$ cat src/common/sarsq_cfg.svh
// register map, field positions and timing counts of the sequencer
// assumes a 250 MHz aclk and 8-bit register data in the low byte
`ifndef SARSQ_CFG_SVH
`define SARSQ_CFG_SVH
`define SQ_A_CTL   8'h00
`define SQ_A_MODE  8'h04
`define SQ_A_SEL   8'h08
`define SQ_A_BCFG  8'h0c
`define SQ_A_HI    8'h10
`define SQ_A_LO    8'h14
`define SQ_A_BST   8'h18
`define SQ_A_GAP   8'h1c
`define SQ_A_RES0  8'h20
`define SQ_A_RES3  8'h2c
`define SQ_F_BIE   7
`define SQ_F_DIE   6
`define SQ_F_TMM   5
`define SQ_F_EDGE  4
`define SQ_F_DONE  3
`define SQ_F_EN    2
`define SQ_F_BND   7
`define SQ_SM_TMR  2'b00
`define SQ_SM_IMM  2'b01
`define SQ_SM_EDG  2'b10
`define SQ_M_STEP  3'b000
`define SQ_M_SGL   3'b001
`define SQ_M_CONT  3'b010
`define SQ_M_BRST  3'b100
`define SQ_RESP_OK  2'b00
`define SQ_RESP_ERR 2'b10
`define SQ_CLK_MHZ 250
`define SQ_CONV_NS 1610
`define SQ_CONV_MIN ((`SQ_CONV_NS * `SQ_CLK_MHZ + 999) / 1000)
`define SQ_DIV_LAST 5'h1f
`define SQ_SMP_LAST 3'h4
`define SQ_MSB     3'h7
`define SQ_NIB_BIT 3'h4
`endif

$ cat src/common/sarsq_pkg.sv
// types shared by the sequencer core and its bench
// no assumptions beyond the cfg header
package sarsq_pkg;
    typedef enum logic [1:0] {ST_IDLE, ST_SAMPLE, ST_BITS} sarsq_state_type;
    typedef struct packed {
        logic [1:0] mux_sel;
        logic       sample;
        logic [7:0] dac;
    } sarsq_ana_type;
endpackage : sarsq_pkg

$ cat src/core/sarsq_core.sv
// 8-bit 4-channel SAR conversion sequencer with AXI4-Lite registers
// assumes comparator and trigger pin are asynchronous, timer_ovf is
// an aclk pulse; the converter clock is aclk/32 (7.8 MHz)
// What this block does
// [RULE_01] SAR loop drives DAC, takes comparator bits
// [RULE_02] each conversion lasts at least 1.61 us
// [RULE_03] fixed single: one result, own register
// [RULE_04] fixed continuous: registers 0..3, done per four
// [RULE_05] continuous modes run until settings change
// [RULE_06] scan: set channels LSB first, own registers
// [RULE_07] scan done only after whole pass
// [RULE_08] scan single one channel equals fixed
// [RULE_09] scan continuous restarts at first channel
// [RULE_10] dual: first, second, first, second
// [RULE_11] single step: one channel per start
// [RULE_12] three mode bits decoded, others undefined
// [RULE_13] timer overflow starts, ignored while busy
// [RULE_14] immediate mode starts on control write
// [RULE_15] chosen pin edge starts, ignored while busy
// [RULE_16] any start mode with any mode
// [RULE_17] limit check inside or outside, selectable
// [RULE_18] no boundary event when enable clear
// [RULE_19] early outside check on four MSBs
// [RULE_20] otherwise full eight-bit check
// [RULE_21] per-channel boundary status bits
// [RULE_22] start field: timer/stop, immediate, edge, both (code 11 here starts on the control write only, pin edges ignored)
// [RULE_23] edge select: 0 falling, 1 rising
// [RULE_24] done flag set by hardware, software clears
// [RULE_25] channel count picks fixed versus dual/scan
// [RULE_26] idle start acted on at once, unqueued
`timescale 1ns/1ps
`include "sarsq_cfg.svh"
module sarsq_core (
    // clock and reset
    input  wire logic              aclk,
    input  wire logic              aresetn,
    // axi4-lite slave
    input  wire logic [7:0]        awaddr,
    input  wire logic              awvalid,
    output logic                   awready,
    input  wire logic [31:0]       wdata,
    input  wire logic [3:0]        wstrb,
    input  wire logic              wvalid,
    output logic                   wready,
    output logic [1:0]             bresp,
    output logic                   bvalid,
    input  wire logic              bready,
    input  wire logic [7:0]        araddr,
    input  wire logic              arvalid,
    output logic                   arready,
    output logic [31:0]            rdata,
    output logic [1:0]             rresp,
    output logic                   rvalid,
    input  wire logic              rready,
    // start triggers
    input  wire logic              timer_ovf,
    input  wire logic              edge_trigger_pin,
    // analog front end
    input  wire logic              cmp_in,
    output sarsq_pkg::sarsq_ana_type ana,
    output logic                   adc_irq
);
    function automatic logic [1:0] lowest(input logic [3:0] m);
        lowest = m[0] ? 2'd0 : m[1] ? 2'd1 : m[2] ? 2'd2 : 2'd3;
    endfunction : lowest

    function automatic logic [3:0] drop(input logic [3:0] m,
                                       input logic [1:0] i);
        drop = m & ~(4'h1 << i);
    endfunction : drop

    function automatic logic mapped(input logic [7:0] a);
        mapped = (a[1:0] == 2'b00) && (a <= `SQ_A_RES3)
              && (a != `SQ_A_GAP);
    endfunction : mapped

    logic [7:0]  ctl_q;
    logic [2:0]  mode_q;
    logic [3:0]  sel_q, bst_q;
    logic        inside_q, done_q, bnd_q, irq_q, imm_q;
    logic [7:0]  hi_q, lo_q;
    logic [7:0]  res_q [4];
    logic        aw_have_q, w_have_q, awready_q, wready_q, bvalid_q;
    logic        arready_q, rvalid_q;
    logic [1:0]  bresp_q, rresp_q;
    logic [7:0]  awaddr_q;
    logic [7:0]  wdata_q;
    logic        wlane_q;
    logic [31:0] rdata_q, rd_d;
    sarsq_pkg::sarsq_state_type st_q;
    logic [4:0]  div_q;
    logic [2:0]  ph_q, bit_q;
    logic [7:0]  sar_q, sar_nx, dac_q;
    logic [1:0]  ch_q, dst_q, slot_q, nslot, nch, ndst;
    logic [3:0]  rem_q, pool, nrem;
    logic        smp_q, early_q;
    logic [2:0]  pin_s, cmp_s;
    logic        pin_q, pin_prev_q, cmp_q;
    logic [9:0]  len_q;

    assign awready = awready_q;
    assign wready  = wready_q;
    assign bvalid  = bvalid_q;
    assign bresp   = bresp_q;
    assign arready = arready_q;
    assign rvalid  = rvalid_q;
    assign rdata   = rdata_q;
    assign rresp   = rresp_q;
    assign adc_irq = irq_q;
    assign ana     = '{mux_sel: ch_q, sample: smp_q, dac: dac_q};

    // bus write handshake: address and data taken in either order
    logic wr;
    assign wr = aw_have_q && w_have_q;
    always_ff @(posedge aclk) begin
        if (!aresetn) begin
            aw_have_q <= 1'b0;
            w_have_q  <= 1'b0;
            awready_q <= 1'b0;
            wready_q  <= 1'b0;
            bvalid_q  <= 1'b0;
            bresp_q   <= `SQ_RESP_OK;
            awaddr_q  <= 8'h00;
            wdata_q   <= 8'h00;
            wlane_q   <= 1'b0;
        end else begin
            if (awvalid && awready_q) begin
                aw_have_q <= 1'b1;
                awready_q <= 1'b0;
                awaddr_q  <= awaddr;
            end else if (!aw_have_q && !bvalid_q) begin
                awready_q <= 1'b1;
            end
            if (wvalid && wready_q) begin
                w_have_q <= 1'b1;
                wready_q <= 1'b0;
                wdata_q  <= wdata[7:0];
                wlane_q  <= wstrb[0];
            end else if (!w_have_q && !bvalid_q) begin
                wready_q <= 1'b1;
            end
            if (wr) begin
                aw_have_q <= 1'b0;
                w_have_q  <= 1'b0;
                bvalid_q  <= 1'b1;
                bresp_q   <= mapped(awaddr_q) ? `SQ_RESP_OK : `SQ_RESP_ERR;
            end else if (bvalid_q && bready) begin
                bvalid_q <= 1'b0;
            end
        end
    end

    logic wr_ctl, wr_mode;
    assign wr_ctl  = wr && wlane_q && awaddr_q == `SQ_A_CTL;
    assign wr_mode = wr && wlane_q && awaddr_q == `SQ_A_MODE;

    always_comb begin
        rd_d = 32'h0;
        unique case (araddr)
            `SQ_A_CTL:  rd_d[7:0] = {ctl_q[7:4], done_q, ctl_q[2:0]};
            `SQ_A_MODE: rd_d[7:0] = {bnd_q, mode_q, 4'h0};
            `SQ_A_SEL:  rd_d[3:0] = sel_q;
            `SQ_A_BCFG: rd_d[0]   = inside_q;
            `SQ_A_HI:   rd_d[7:0] = hi_q;
            `SQ_A_LO:   rd_d[7:0] = lo_q;
            `SQ_A_BST:  rd_d[3:0] = bst_q;
            default: begin
                if (mapped(araddr)) begin
                    rd_d[7:0] = res_q[araddr[3:2]];
                end
            end
        endcase
    end

    always_ff @(posedge aclk) begin
        if (!aresetn) begin
            arready_q <= 1'b0;
            rvalid_q  <= 1'b0;
            rdata_q   <= 32'h0;
            rresp_q   <= `SQ_RESP_OK;
        end else if (arvalid && arready_q) begin
            arready_q <= 1'b0;
            rvalid_q  <= 1'b1;
            rdata_q   <= rd_d;
            rresp_q   <= mapped(araddr) ? `SQ_RESP_OK : `SQ_RESP_ERR;
        end else if (rvalid_q && rready) begin
            rvalid_q  <= 1'b0;
            arready_q <= 1'b1;
        end else if (!rvalid_q) begin
            arready_q <= 1'b1;
        end
    end

    // software-owned settings
    always_ff @(posedge aclk) begin
        if (!aresetn) begin
            ctl_q    <= 8'h00;
            mode_q   <= `SQ_M_STEP;
            sel_q    <= 4'h0;
            inside_q <= 1'b0;
            hi_q     <= 8'hff;
            lo_q     <= 8'h00;
        end else if (wr && wlane_q) begin
            unique case (awaddr_q)
                `SQ_A_CTL:  ctl_q    <= wdata_q;
                `SQ_A_MODE: mode_q   <= wdata_q[6:4];
                `SQ_A_SEL:  sel_q    <= wdata_q[3:0];
                `SQ_A_BCFG: inside_q <= wdata_q[0];
                `SQ_A_HI:   hi_q     <= wdata_q;
                `SQ_A_LO:   lo_q     <= wdata_q;
                default: ;
            endcase
        end
    end

    // pin and comparator: three stages, change taken when 2 and 3 agree
    always_ff @(posedge aclk) begin
        if (!aresetn) begin
            pin_s      <= 3'h0;
            cmp_s      <= 3'h0;
            pin_q      <= 1'b0;
            pin_prev_q <= 1'b0;
            cmp_q      <= 1'b0;
        end else begin
            pin_s <= {pin_s[1:0], edge_trigger_pin};
            cmp_s <= {cmp_s[1:0], cmp_in};
            if (pin_s[1] == pin_s[2]) pin_q <= pin_s[2];
            if (cmp_s[1] == cmp_s[2]) cmp_q <= cmp_s[2];
            pin_prev_q <= pin_q;
        end
    end

    // [RULE_22] start field decode and trigger sources
    logic [1:0] sm;
    logic       edge_ev, legal, idle, start_ev, tick, abort;
    assign sm = ctl_q[1:0];
    // [RULE_23] edge polarity
    assign edge_ev = ctl_q[`SQ_F_EDGE] ? (pin_q && !pin_prev_q)
                                       : (!pin_q && pin_prev_q);
    // [RULE_12] only four mode codes run
    assign legal = mode_q == `SQ_M_STEP || mode_q == `SQ_M_SGL
                || mode_q == `SQ_M_CONT || mode_q == `SQ_M_BRST;
    assign idle  = st_q == sarsq_pkg::ST_IDLE;
    // [RULE_13] [RULE_15] [RULE_16] [RULE_26] idle-only triggers
    assign start_ev = idle && !abort && ctl_q[`SQ_F_EN] && legal
        && sel_q != 4'h0
        && ((sm == `SQ_SM_TMR && ctl_q[`SQ_F_TMM] && timer_ovf)
         || (sm == `SQ_SM_EDG && edge_ev) || imm_q);
    assign tick  = div_q == `SQ_DIV_LAST;
    // [RULE_05] a control or mode write ends a running sequence
    assign abort = wr_ctl || wr_mode;

    // [RULE_14] immediate start latched by the control write
    always_ff @(posedge aclk) begin
        if (!aresetn) imm_q <= 1'b0;
        else imm_q <= wr_ctl && wdata_q[0];
    end

    // next conversion: channel, destination and remaining pass
    logic fin, last, done_set, again;
    assign fin  = st_q == sarsq_pkg::ST_BITS && tick && bit_q == 3'h0;
    assign last = rem_q == 4'h0;
    always_comb begin
        nslot = idle ? 2'd0 : 2'(slot_q + 2'd1);
        // [RULE_06] [RULE_09] fresh pass starts from every set bit
        pool  = (idle ? (mode_q != `SQ_M_STEP || last)
                      : mode_q == `SQ_M_BRST && last) ? sel_q : rem_q;
        nch   = lowest(pool);
        ndst  = nch;
        nrem  = drop(pool, nch);
        if (mode_q == `SQ_M_CONT) begin
            // [RULE_25] one bit fixed, more bits dual
            nch  = lowest(sel_q);
            if ((sel_q & (sel_q - 4'h1)) != 4'h0 && nslot[0]) begin
                // [RULE_10] odd slots take the second channel
                nch = lowest(drop(sel_q, lowest(sel_q)));
            end
            // [RULE_04] results fill slots 0..3
            ndst = nslot;
            nrem = 4'h0;
        end
    end

    // [RULE_03] [RULE_07] [RULE_08] [RULE_11] end of one conversion
    always_comb begin
        done_set = 1'b0;
        again    = 1'b0;
        if (fin) begin
            unique case (mode_q)
                `SQ_M_SGL: begin
                    done_set = last;
                    again    = !last;
                end
                `SQ_M_CONT: begin
                    done_set = slot_q == 2'd3;
                    again    = 1'b1;
                end
                `SQ_M_BRST: begin
                    done_set = last;
                    again    = 1'b1;
                end
                default: done_set = 1'b1;
            endcase
        end
    end

    // [RULE_01] take the comparator decision into the trial bit
    always_comb begin
        sar_nx = sar_q;
        sar_nx[bit_q] = cmp_q;
    end

    // [RULE_02] 5 sample + 8 bit ticks of 32 cycles
    always_ff @(posedge aclk) begin
        if (!aresetn) begin
            st_q   <= sarsq_pkg::ST_IDLE;
            div_q  <= 5'h0;
            ph_q   <= 3'h0;
            bit_q  <= `SQ_MSB;
            sar_q  <= 8'h00;
            ch_q   <= 2'd0;
            dst_q  <= 2'd0;
            slot_q <= 2'd0;
            rem_q  <= 4'h0;
            smp_q  <= 1'b0;
        end else if (abort) begin
            st_q  <= sarsq_pkg::ST_IDLE;
            rem_q <= 4'h0;
            smp_q <= 1'b0;
        end else if (start_ev || again) begin
            st_q   <= sarsq_pkg::ST_SAMPLE;
            div_q  <= 5'h0;
            ph_q   <= 3'h0;
            ch_q   <= nch;
            dst_q  <= ndst;
            slot_q <= nslot;
            rem_q  <= nrem;
            smp_q  <= 1'b1;
        end else begin
            div_q <= 5'(div_q + 5'h1);
            if (fin) begin
                st_q <= sarsq_pkg::ST_IDLE;
            end else if (tick && st_q == sarsq_pkg::ST_SAMPLE) begin
                ph_q <= 3'(ph_q + 3'h1);
                if (ph_q == `SQ_SMP_LAST) begin
                    st_q  <= sarsq_pkg::ST_BITS;
                    smp_q <= 1'b0;
                    sar_q <= 8'h00;
                    bit_q <= `SQ_MSB;
                end
            end else if (tick && st_q == sarsq_pkg::ST_BITS) begin
                sar_q <= sar_nx;
                bit_q <= 3'(bit_q - 3'h1);
            end
        end
    end

    // trial code: settled bits plus the bit under test
    always_ff @(posedge aclk) begin
        if (!aresetn) dac_q <= 8'h00;
        else if (st_q == sarsq_pkg::ST_BITS) dac_q <= sar_q | (8'h1 << bit_q);
        else dac_q <= 8'h00;
    end

    always_ff @(posedge aclk) begin
        if (fin) res_q[dst_q] <= sar_nx;
    end

    // boundary check
    logic early_hit, full_out, bnd_set;
    // [RULE_19] four settled MSBs already beyond a limit
    assign early_hit = st_q == sarsq_pkg::ST_BITS && tick
        && bit_q == `SQ_NIB_BIT && !inside_q && !early_q
        && (sar_nx[7:4] > hi_q[7:4] || sar_nx[7:4] < lo_q[7:4]);
    assign full_out = sar_nx > hi_q || sar_nx < lo_q;
    // [RULE_17] [RULE_20] full compare unless already flagged
    // [RULE_18] nothing raised while disabled
    assign bnd_set = ctl_q[`SQ_F_BIE] && (early_hit
        || (fin && !early_q && (inside_q ? !full_out : full_out)));

    always_ff @(posedge aclk) begin
        if (!aresetn || start_ev || again) early_q <= 1'b0;
        else if (early_hit) early_q <= 1'b1;
    end

    // [RULE_24] [RULE_21] sticky flags, a set beats a clear
    always_ff @(posedge aclk) begin
        if (!aresetn) begin
            done_q <= 1'b0;
            bnd_q  <= 1'b0;
            bst_q  <= 4'h0;
            irq_q  <= 1'b0;
        end else begin
            if (done_set) done_q <= 1'b1;
            else if (wr_ctl && !wdata_q[`SQ_F_DONE]) done_q <= 1'b0;
            if (bnd_set) bnd_q <= 1'b1;
            else if (wr_mode && !wdata_q[`SQ_F_BND]) bnd_q <= 1'b0;
            if (bnd_set) bst_q <= bst_q | (4'h1 << ch_q);
            else if (wr && wlane_q && awaddr_q == `SQ_A_BST)
                bst_q <= bst_q & ~wdata_q[3:0];
            irq_q <= (done_q && ctl_q[`SQ_F_DIE])
                  || (bnd_q && ctl_q[`SQ_F_BIE]);
        end
    end

    always_ff @(posedge aclk) begin
        if (!aresetn || start_ev || again) len_q <= 10'h0;
        else if (!idle) len_q <= 10'(len_q + 10'h1);
    end

    a_conv_len: assert property ( // [RULE_02]
        @(posedge aclk) disable iff (!aresetn)
        fin |-> len_q >= 10'(`SQ_CONV_MIN - 1))
        else $error("conversion shorter than minimum");
    a_start_cause: assert property ( // [RULE_13]
        @(posedge aclk) disable iff (!aresetn)
        idle ##1 st_q == sarsq_pkg::ST_SAMPLE |-> $past(start_ev))
        else $error("conversion began without a trigger");
    a_imm_start: assert property ( // [RULE_14]
        @(posedge aclk) disable iff (!aresetn)
        wr_ctl && wdata_q[1:0] == `SQ_SM_IMM && wdata_q[`SQ_F_EN]
        && legal && sel_q != 4'h0 && !wr_mode
        |-> ##2 st_q == sarsq_pkg::ST_SAMPLE)
        else $error("immediate start not taken");
    a_step_stop: assert property ( // [RULE_11]
        @(posedge aclk) disable iff (!aresetn)
        fin && mode_q == `SQ_M_STEP |=> idle && done_q)
        else $error("single step did not stop");
    a_pass_done: assert property ( // [RULE_07]
        @(posedge aclk) disable iff (!aresetn)
        done_set && mode_q != `SQ_M_CONT && mode_q != `SQ_M_STEP
        |-> rem_q == 4'h0)
        else $error("done raised mid pass");
    a_result_store: assert property ( // [RULE_03]
        @(posedge aclk) disable iff (!aresetn)
        fin && mode_q == `SQ_M_SGL |=> res_q[$past(dst_q)] == $past(sar_nx)
        && $past(dst_q) == $past(ch_q))
        else $error("result not in channel register");
    a_bnd_gate: assert property ( // [RULE_18]
        @(posedge aclk) disable iff (!aresetn)
        !ctl_q[`SQ_F_BIE] && !bnd_q |=> !bnd_q)
        else $error("boundary flag while disabled");
    a_early_flag: assert property ( // [RULE_21]
        @(posedge aclk) disable iff (!aresetn)
        early_hit && ctl_q[`SQ_F_BIE] |=> bnd_q && bst_q[$past(ch_q)])
        else $error("early boundary not flagged");
    a_cont_slot: assert property ( // [RULE_04]
        @(posedge aclk) disable iff (!aresetn)
        fin && mode_q == `SQ_M_CONT && !abort |=> ##1 dst_q == $past(nslot, 2))
        else $error("continuous slot order broken");
endmodule : sarsq_core

$ cat config.mk
export PLATFORM = sky130hd
export DESIGN_NAME = sarsq_core
export DESIGN_NICKNAME = d
export VERILOG_FILES = /design/src/common/sarsq_pkg.sv /design/src/core/sarsq_core.sv
export VERILOG_INCLUDE_DIRS = /design/src /design/src/common
export SDC_FILE = /design/constraint.sdc
export NUM_CORES = 1
export LEC_CHECK = 0
export BUFFER_PORTS_ARGS = -buffer_cell sky130_fd_sc_hd__buf_2
export CELL_PAD_IN_SITES_DETAIL_PLACEMENT = 1
export CELL_PAD_IN_SITES_GLOBAL_PLACEMENT = 2
export CORE_UTILIZATION = 32
export DETAILED_ROUTE_END_ITERATION = 12
export MAX_ROUTING_LAYER = met4
export PLACE_DENSITY = 0.77
export SLEW_MARGIN = 0
export SYNTH_ARGS = -nofsm -noshare
export SYNTH_HDL_FRONTEND = slang
export SYNTH_SLANG_ARGS = --single-unit
$ cat constraint.sdc
create_clock -name aclk -period 2.55 [get_ports aclk]
set_input_delay 0.1275 -clock aclk [delete_from_list [all_inputs] [get_ports aclk]]
set_output_delay 0.1275 -clock aclk [all_outputs]
set_load 0.02 [all_outputs]
==> reports/summary.txt <==
Status: finished with violations
Failing checks: negative setup slack
Sequential area share after synthesis: 0.451
Vias per cell: 4.98
Max-slew violation count: 0
Number of global-route vias before repair: 6330
Most numerous cell in the Yosys netlist: sky130_fd_sc_hd__dfxtp_1
Worst reg-to-reg path cell count: 10
Highest clock rate: 392 MHz
Worst setup path class: reg2reg
Global-route wire length before repair: 34800 um
Cell area power density: 569 nW/um^2
Headroom to the max-slew limit: 0.517
Growth of design area from synthesis to finish: 24.3%
Post-Route Hold Slack: 41.4 ps
Clock tree root driver cell: sky130_fd_sc_hd__clkbuf_16
Count of different cell masters after synthesis: 78
Clk sink count: 155
Critical Path Fanout Max: 6
CTS tree: done
Reg2Reg Launch Point: bit_q[2]
Number of maximum-capacitance constraint violations: 0
Type of the tightest min-delay check: in2reg
Placement-stage worst setup slack: -90.1 ps
Transition time of the tightest slew-check pin: 725 ps
Overall routed net length: 21800 um
Count of pins on the block boundary: 115
Standard-cell row count: 55
Mapped cell area: 7590 um^2
Antenna violations before repair: 0
Critical path destination: bst_q[0]
Number of CTS-inserted buffers: 17
Final number of hold-violating endpoints: 0
Largest net degree at the start of global routing: 29
Flop2flop setup slack: -2 ps
Fill cell total of the finished layout: 2636
Initial cell density of the core: 0.331
Die width: 156 um
Sort of element at the start of the critical path: flip-flop
DRT iter0 DRCs: 261
Clock latency on the worst-skew pair: 430 ps
Yosys top cell area share: 0.325
Dominant cell type by area after synthesis: sky130_fd_sc_hd__dfxtp_1
Die boundary height: 156 um
Flip-flop and latch count after synthesis: 155
Type of destination of the critical path: flip-flop
Number of non-filler instances in the completed layout: 1264
Setup skew after layout: 13.7 ps
Final global-route overflow total: 0
Most common library cells after synthesis: sky130_fd_sc_hd__dfxtp_1, sky130_fd_sc_hd__nand2_1, sky130_fd_sc_hd__a21oi_1, sky130_fd_sc_hd__nor2_1, sky130_fd_sc_hd__nand3_1
DR WL/cell: 17.3 um
Routed Antenna Nets: 0
Length of the first detailed-routing pass in iterations: 5
Unrepaired setup endpoints after global routing: true
Most common flop cell mapped by yosys: sky130_fd_sc_hd__dfxtp_1
Placed instance count: 1204
Total routing resource utilization after global routing: 0.192
Floorplan die area: 24300 um^2
Detail Placement HPWL: 16000 um
Synthesized area divided by synthesized cell count: 9.21 um^2
Number of remaining DRC errors: 0
Critical Path AT: 2870 ps
Fraction of layout cells with a size suffix above 1: 0.225
Count of mapped cells out of synthesis: 824
Largest voltage drop on the vdd net: 0.000370 V
FF-to-FF End: bst_q[0]
Clk slew on worst S/H paths: 70 ps
Antenna diode instance count: 0
Synthesis warning total: 0
Total number of nets in the final design: 1027
IO buf count: 61
Async set-or-reset flop fraction in the synthesized netlist: 0
Highest cell delay on the worst timing path: 400 ps
Final estimated routing congestion in global placement: 0.807
Via count: 6291
Minimum period implied by the final worst setup slack: 2550 ps
Core Area: 22900 um^2
Origin of the worst min-delay path: arvalid
Critical Path, Cell by Cell: buf_6 -> nor3_4 -> mux2_4 -> ha_4 -> o2111ai_2 -> o311a_1 -> a21o_1 -> a211oi_2 -> buf_4 -> o21ai_1
Total of endpoints with negative setup slack in the final report: 2
Leakage power: 3.86 nW
Slowest cell on the critical path: sky130_fd_sc_hd__o311a_1
Worst setup path startpoint: bit_q[2]
Period utilisation layout: 1.00
Post-route setup slack: -2.16 ps
H-Tree Level Count: 4
Required time of the worst setup path: 2870 ps
Deepest clock path buffer count: 2
Number of enable-type register cells in the synthesized netlist: 32
Dominant cells by area after synthesis: sky130_fd_sc_hd__dfxtp_1, sky130_fd_sc_hd__edfxtp_1, sky130_fd_sc_hd__a21oi_1
## worst min-delay path by stage
| stage | end | slack (ps) | depth (start not counted) |
|---|---|---|---|
| global placement | cmp_s[0] | 340 | 2 |
| global route | rvalid | 40 | 3 |
| floorplan | cmp_s[0] | 250 | 1 |
| finish | rvalid | 40 | 3 |
| CTS | rvalid | 20 | 3 |
| detailed placement | cmp_s[0] | 340 | 2 |
## cell usage in the layout (no fill, tap or decap), drive strengths merged, types with 3 or more instances in the layout
| cell type | instances |
|---|---|
| o211ai | 10 |
| buf | 120 |
| nor3b | 5 |
| a211oi | 3 |
| nand2b | 18 |
| clkinv | 9 |
| mux2i | 28 |
| mux4 | 8 |
| and2 | 8 |
| and3 | 7 |
| a32o | 7 |
| edfxtp | 32 |
| mux2 | 11 |
| a21oi | 93 |
| dlygate4sd3 | 22 |
| clkbuf | 17 |
| o21a | 7 |
| a31oi | 10 |
| or4 | 4 |
| nor3 | 12 |
| nand3b | 4 |
| nand2 | 96 |
| inv | 43 |
| o21ai | 30 |
| nor4 | 4 |
| o221ai | 7 |
| nand3 | 37 |
| and3b | 4 |
| nor2 | 66 |
| a21o | 9 |
| conb | 26 |
| dfxtp | 123 |
| ha | 27 |
| nand4 | 6 |
## routing by layer
| metal | vias to the layer above | routed length [um] | global-route usage |
|---|---|---|---|
| met4 | 0 | 117 | 0.0397 |
| li1 | 3118 | - | - |
| met5 | - | 0 | - |
| met3 | 12 | 888 | 0.0358 |
| met2 | 101 | 10400 | 0.304 |
| met1 | 3060 | 10500 | 0.254 |
## registers in the layout, summed over array words and instances, names as in the netlist, 3 cells and up
signal    cells
awaddr_q      8
bit_q         3
bst_q         4
cmp_s         3
pin_s         3
ctl_q         7
dac_q         8
mode_q        3
rem_q         4
div_q         5
sar_q         8
sel_q         4
hi_q          8
lo_q          8
res_q        32
wdata_q       8
ph_q          3
rdata         8
## worst max-delay path: cells and delay by family, from the launching register on
kind            cells  cell delay [ps]
mux                 1              350
simple gates        1              180
fa+ha+maj           1              270
flops               1              360
compound gates      5              940
buf+inv             2              330
## what timing repair did
item	CTS	global route
gates resized for setup	7	35
buffers inserted	0	6
endpoints found under the hold margin	22	0
hold buffers	22	0
gates cloned	0	0
endpoints found under the setup margin	4	5
pin swaps	1	15
## metrics by stage
stage	power (W)	TNS [ps]	cell area, um^2	utilization
after floorplan	0.00282	0	7680	-
after global placement	0.00288	-87.0	8390	0.366
after detailed placement	0.00288	-317	8390	0.366
after CTS	0.00544	0	9220	0.402
after global routing	0.00557	-368	9430	0.411
final	0.00537	-4.09	9430	0.411
## power by group
| part | switching, W | internal [W] | leakage [nW] |
|---|---|---|---|
| clock | 0.00120 | 0.00132 | 0.290 |
| sequential | 0.0000455 | 0.00252 | 1.36 |
| combinational | 0.000179 | 0.000107 | 2.21 |
| total | 0.00142 | 0.00395 | 3.86 |
## layout make-up
class / count / area [um^2] / share of cell area
clock buffer: 17 / 425 / 0.0451
timing repair buffer: 142 / 988 / 0.105
clock inverter: 15 / 156 / 0.0166
multi-input combinational: 585 / 3890 / 0.413
tap: 313 / 392 / 0.0415
sequential: 155 / 3430 / 0.364
inverter: 37 / 141 / 0.0150
## cell families after synthesis
kind of cell | Yosys count | synth area share
and+or+nand+nor | 283 | 0.183
AOI/OAI and AO/OA | 200 | 0.171
buffers and inverters | 109 | 0.0704
DFF | 155 | 0.451
muxes | 47 | 0.0775
xor gates and xnor gates | 1 | 0.00115
other | 1 | 0.000494
adders and majority gates | 28 | 0.0459
Note: power is estimated with default switching activity, not from simulation.
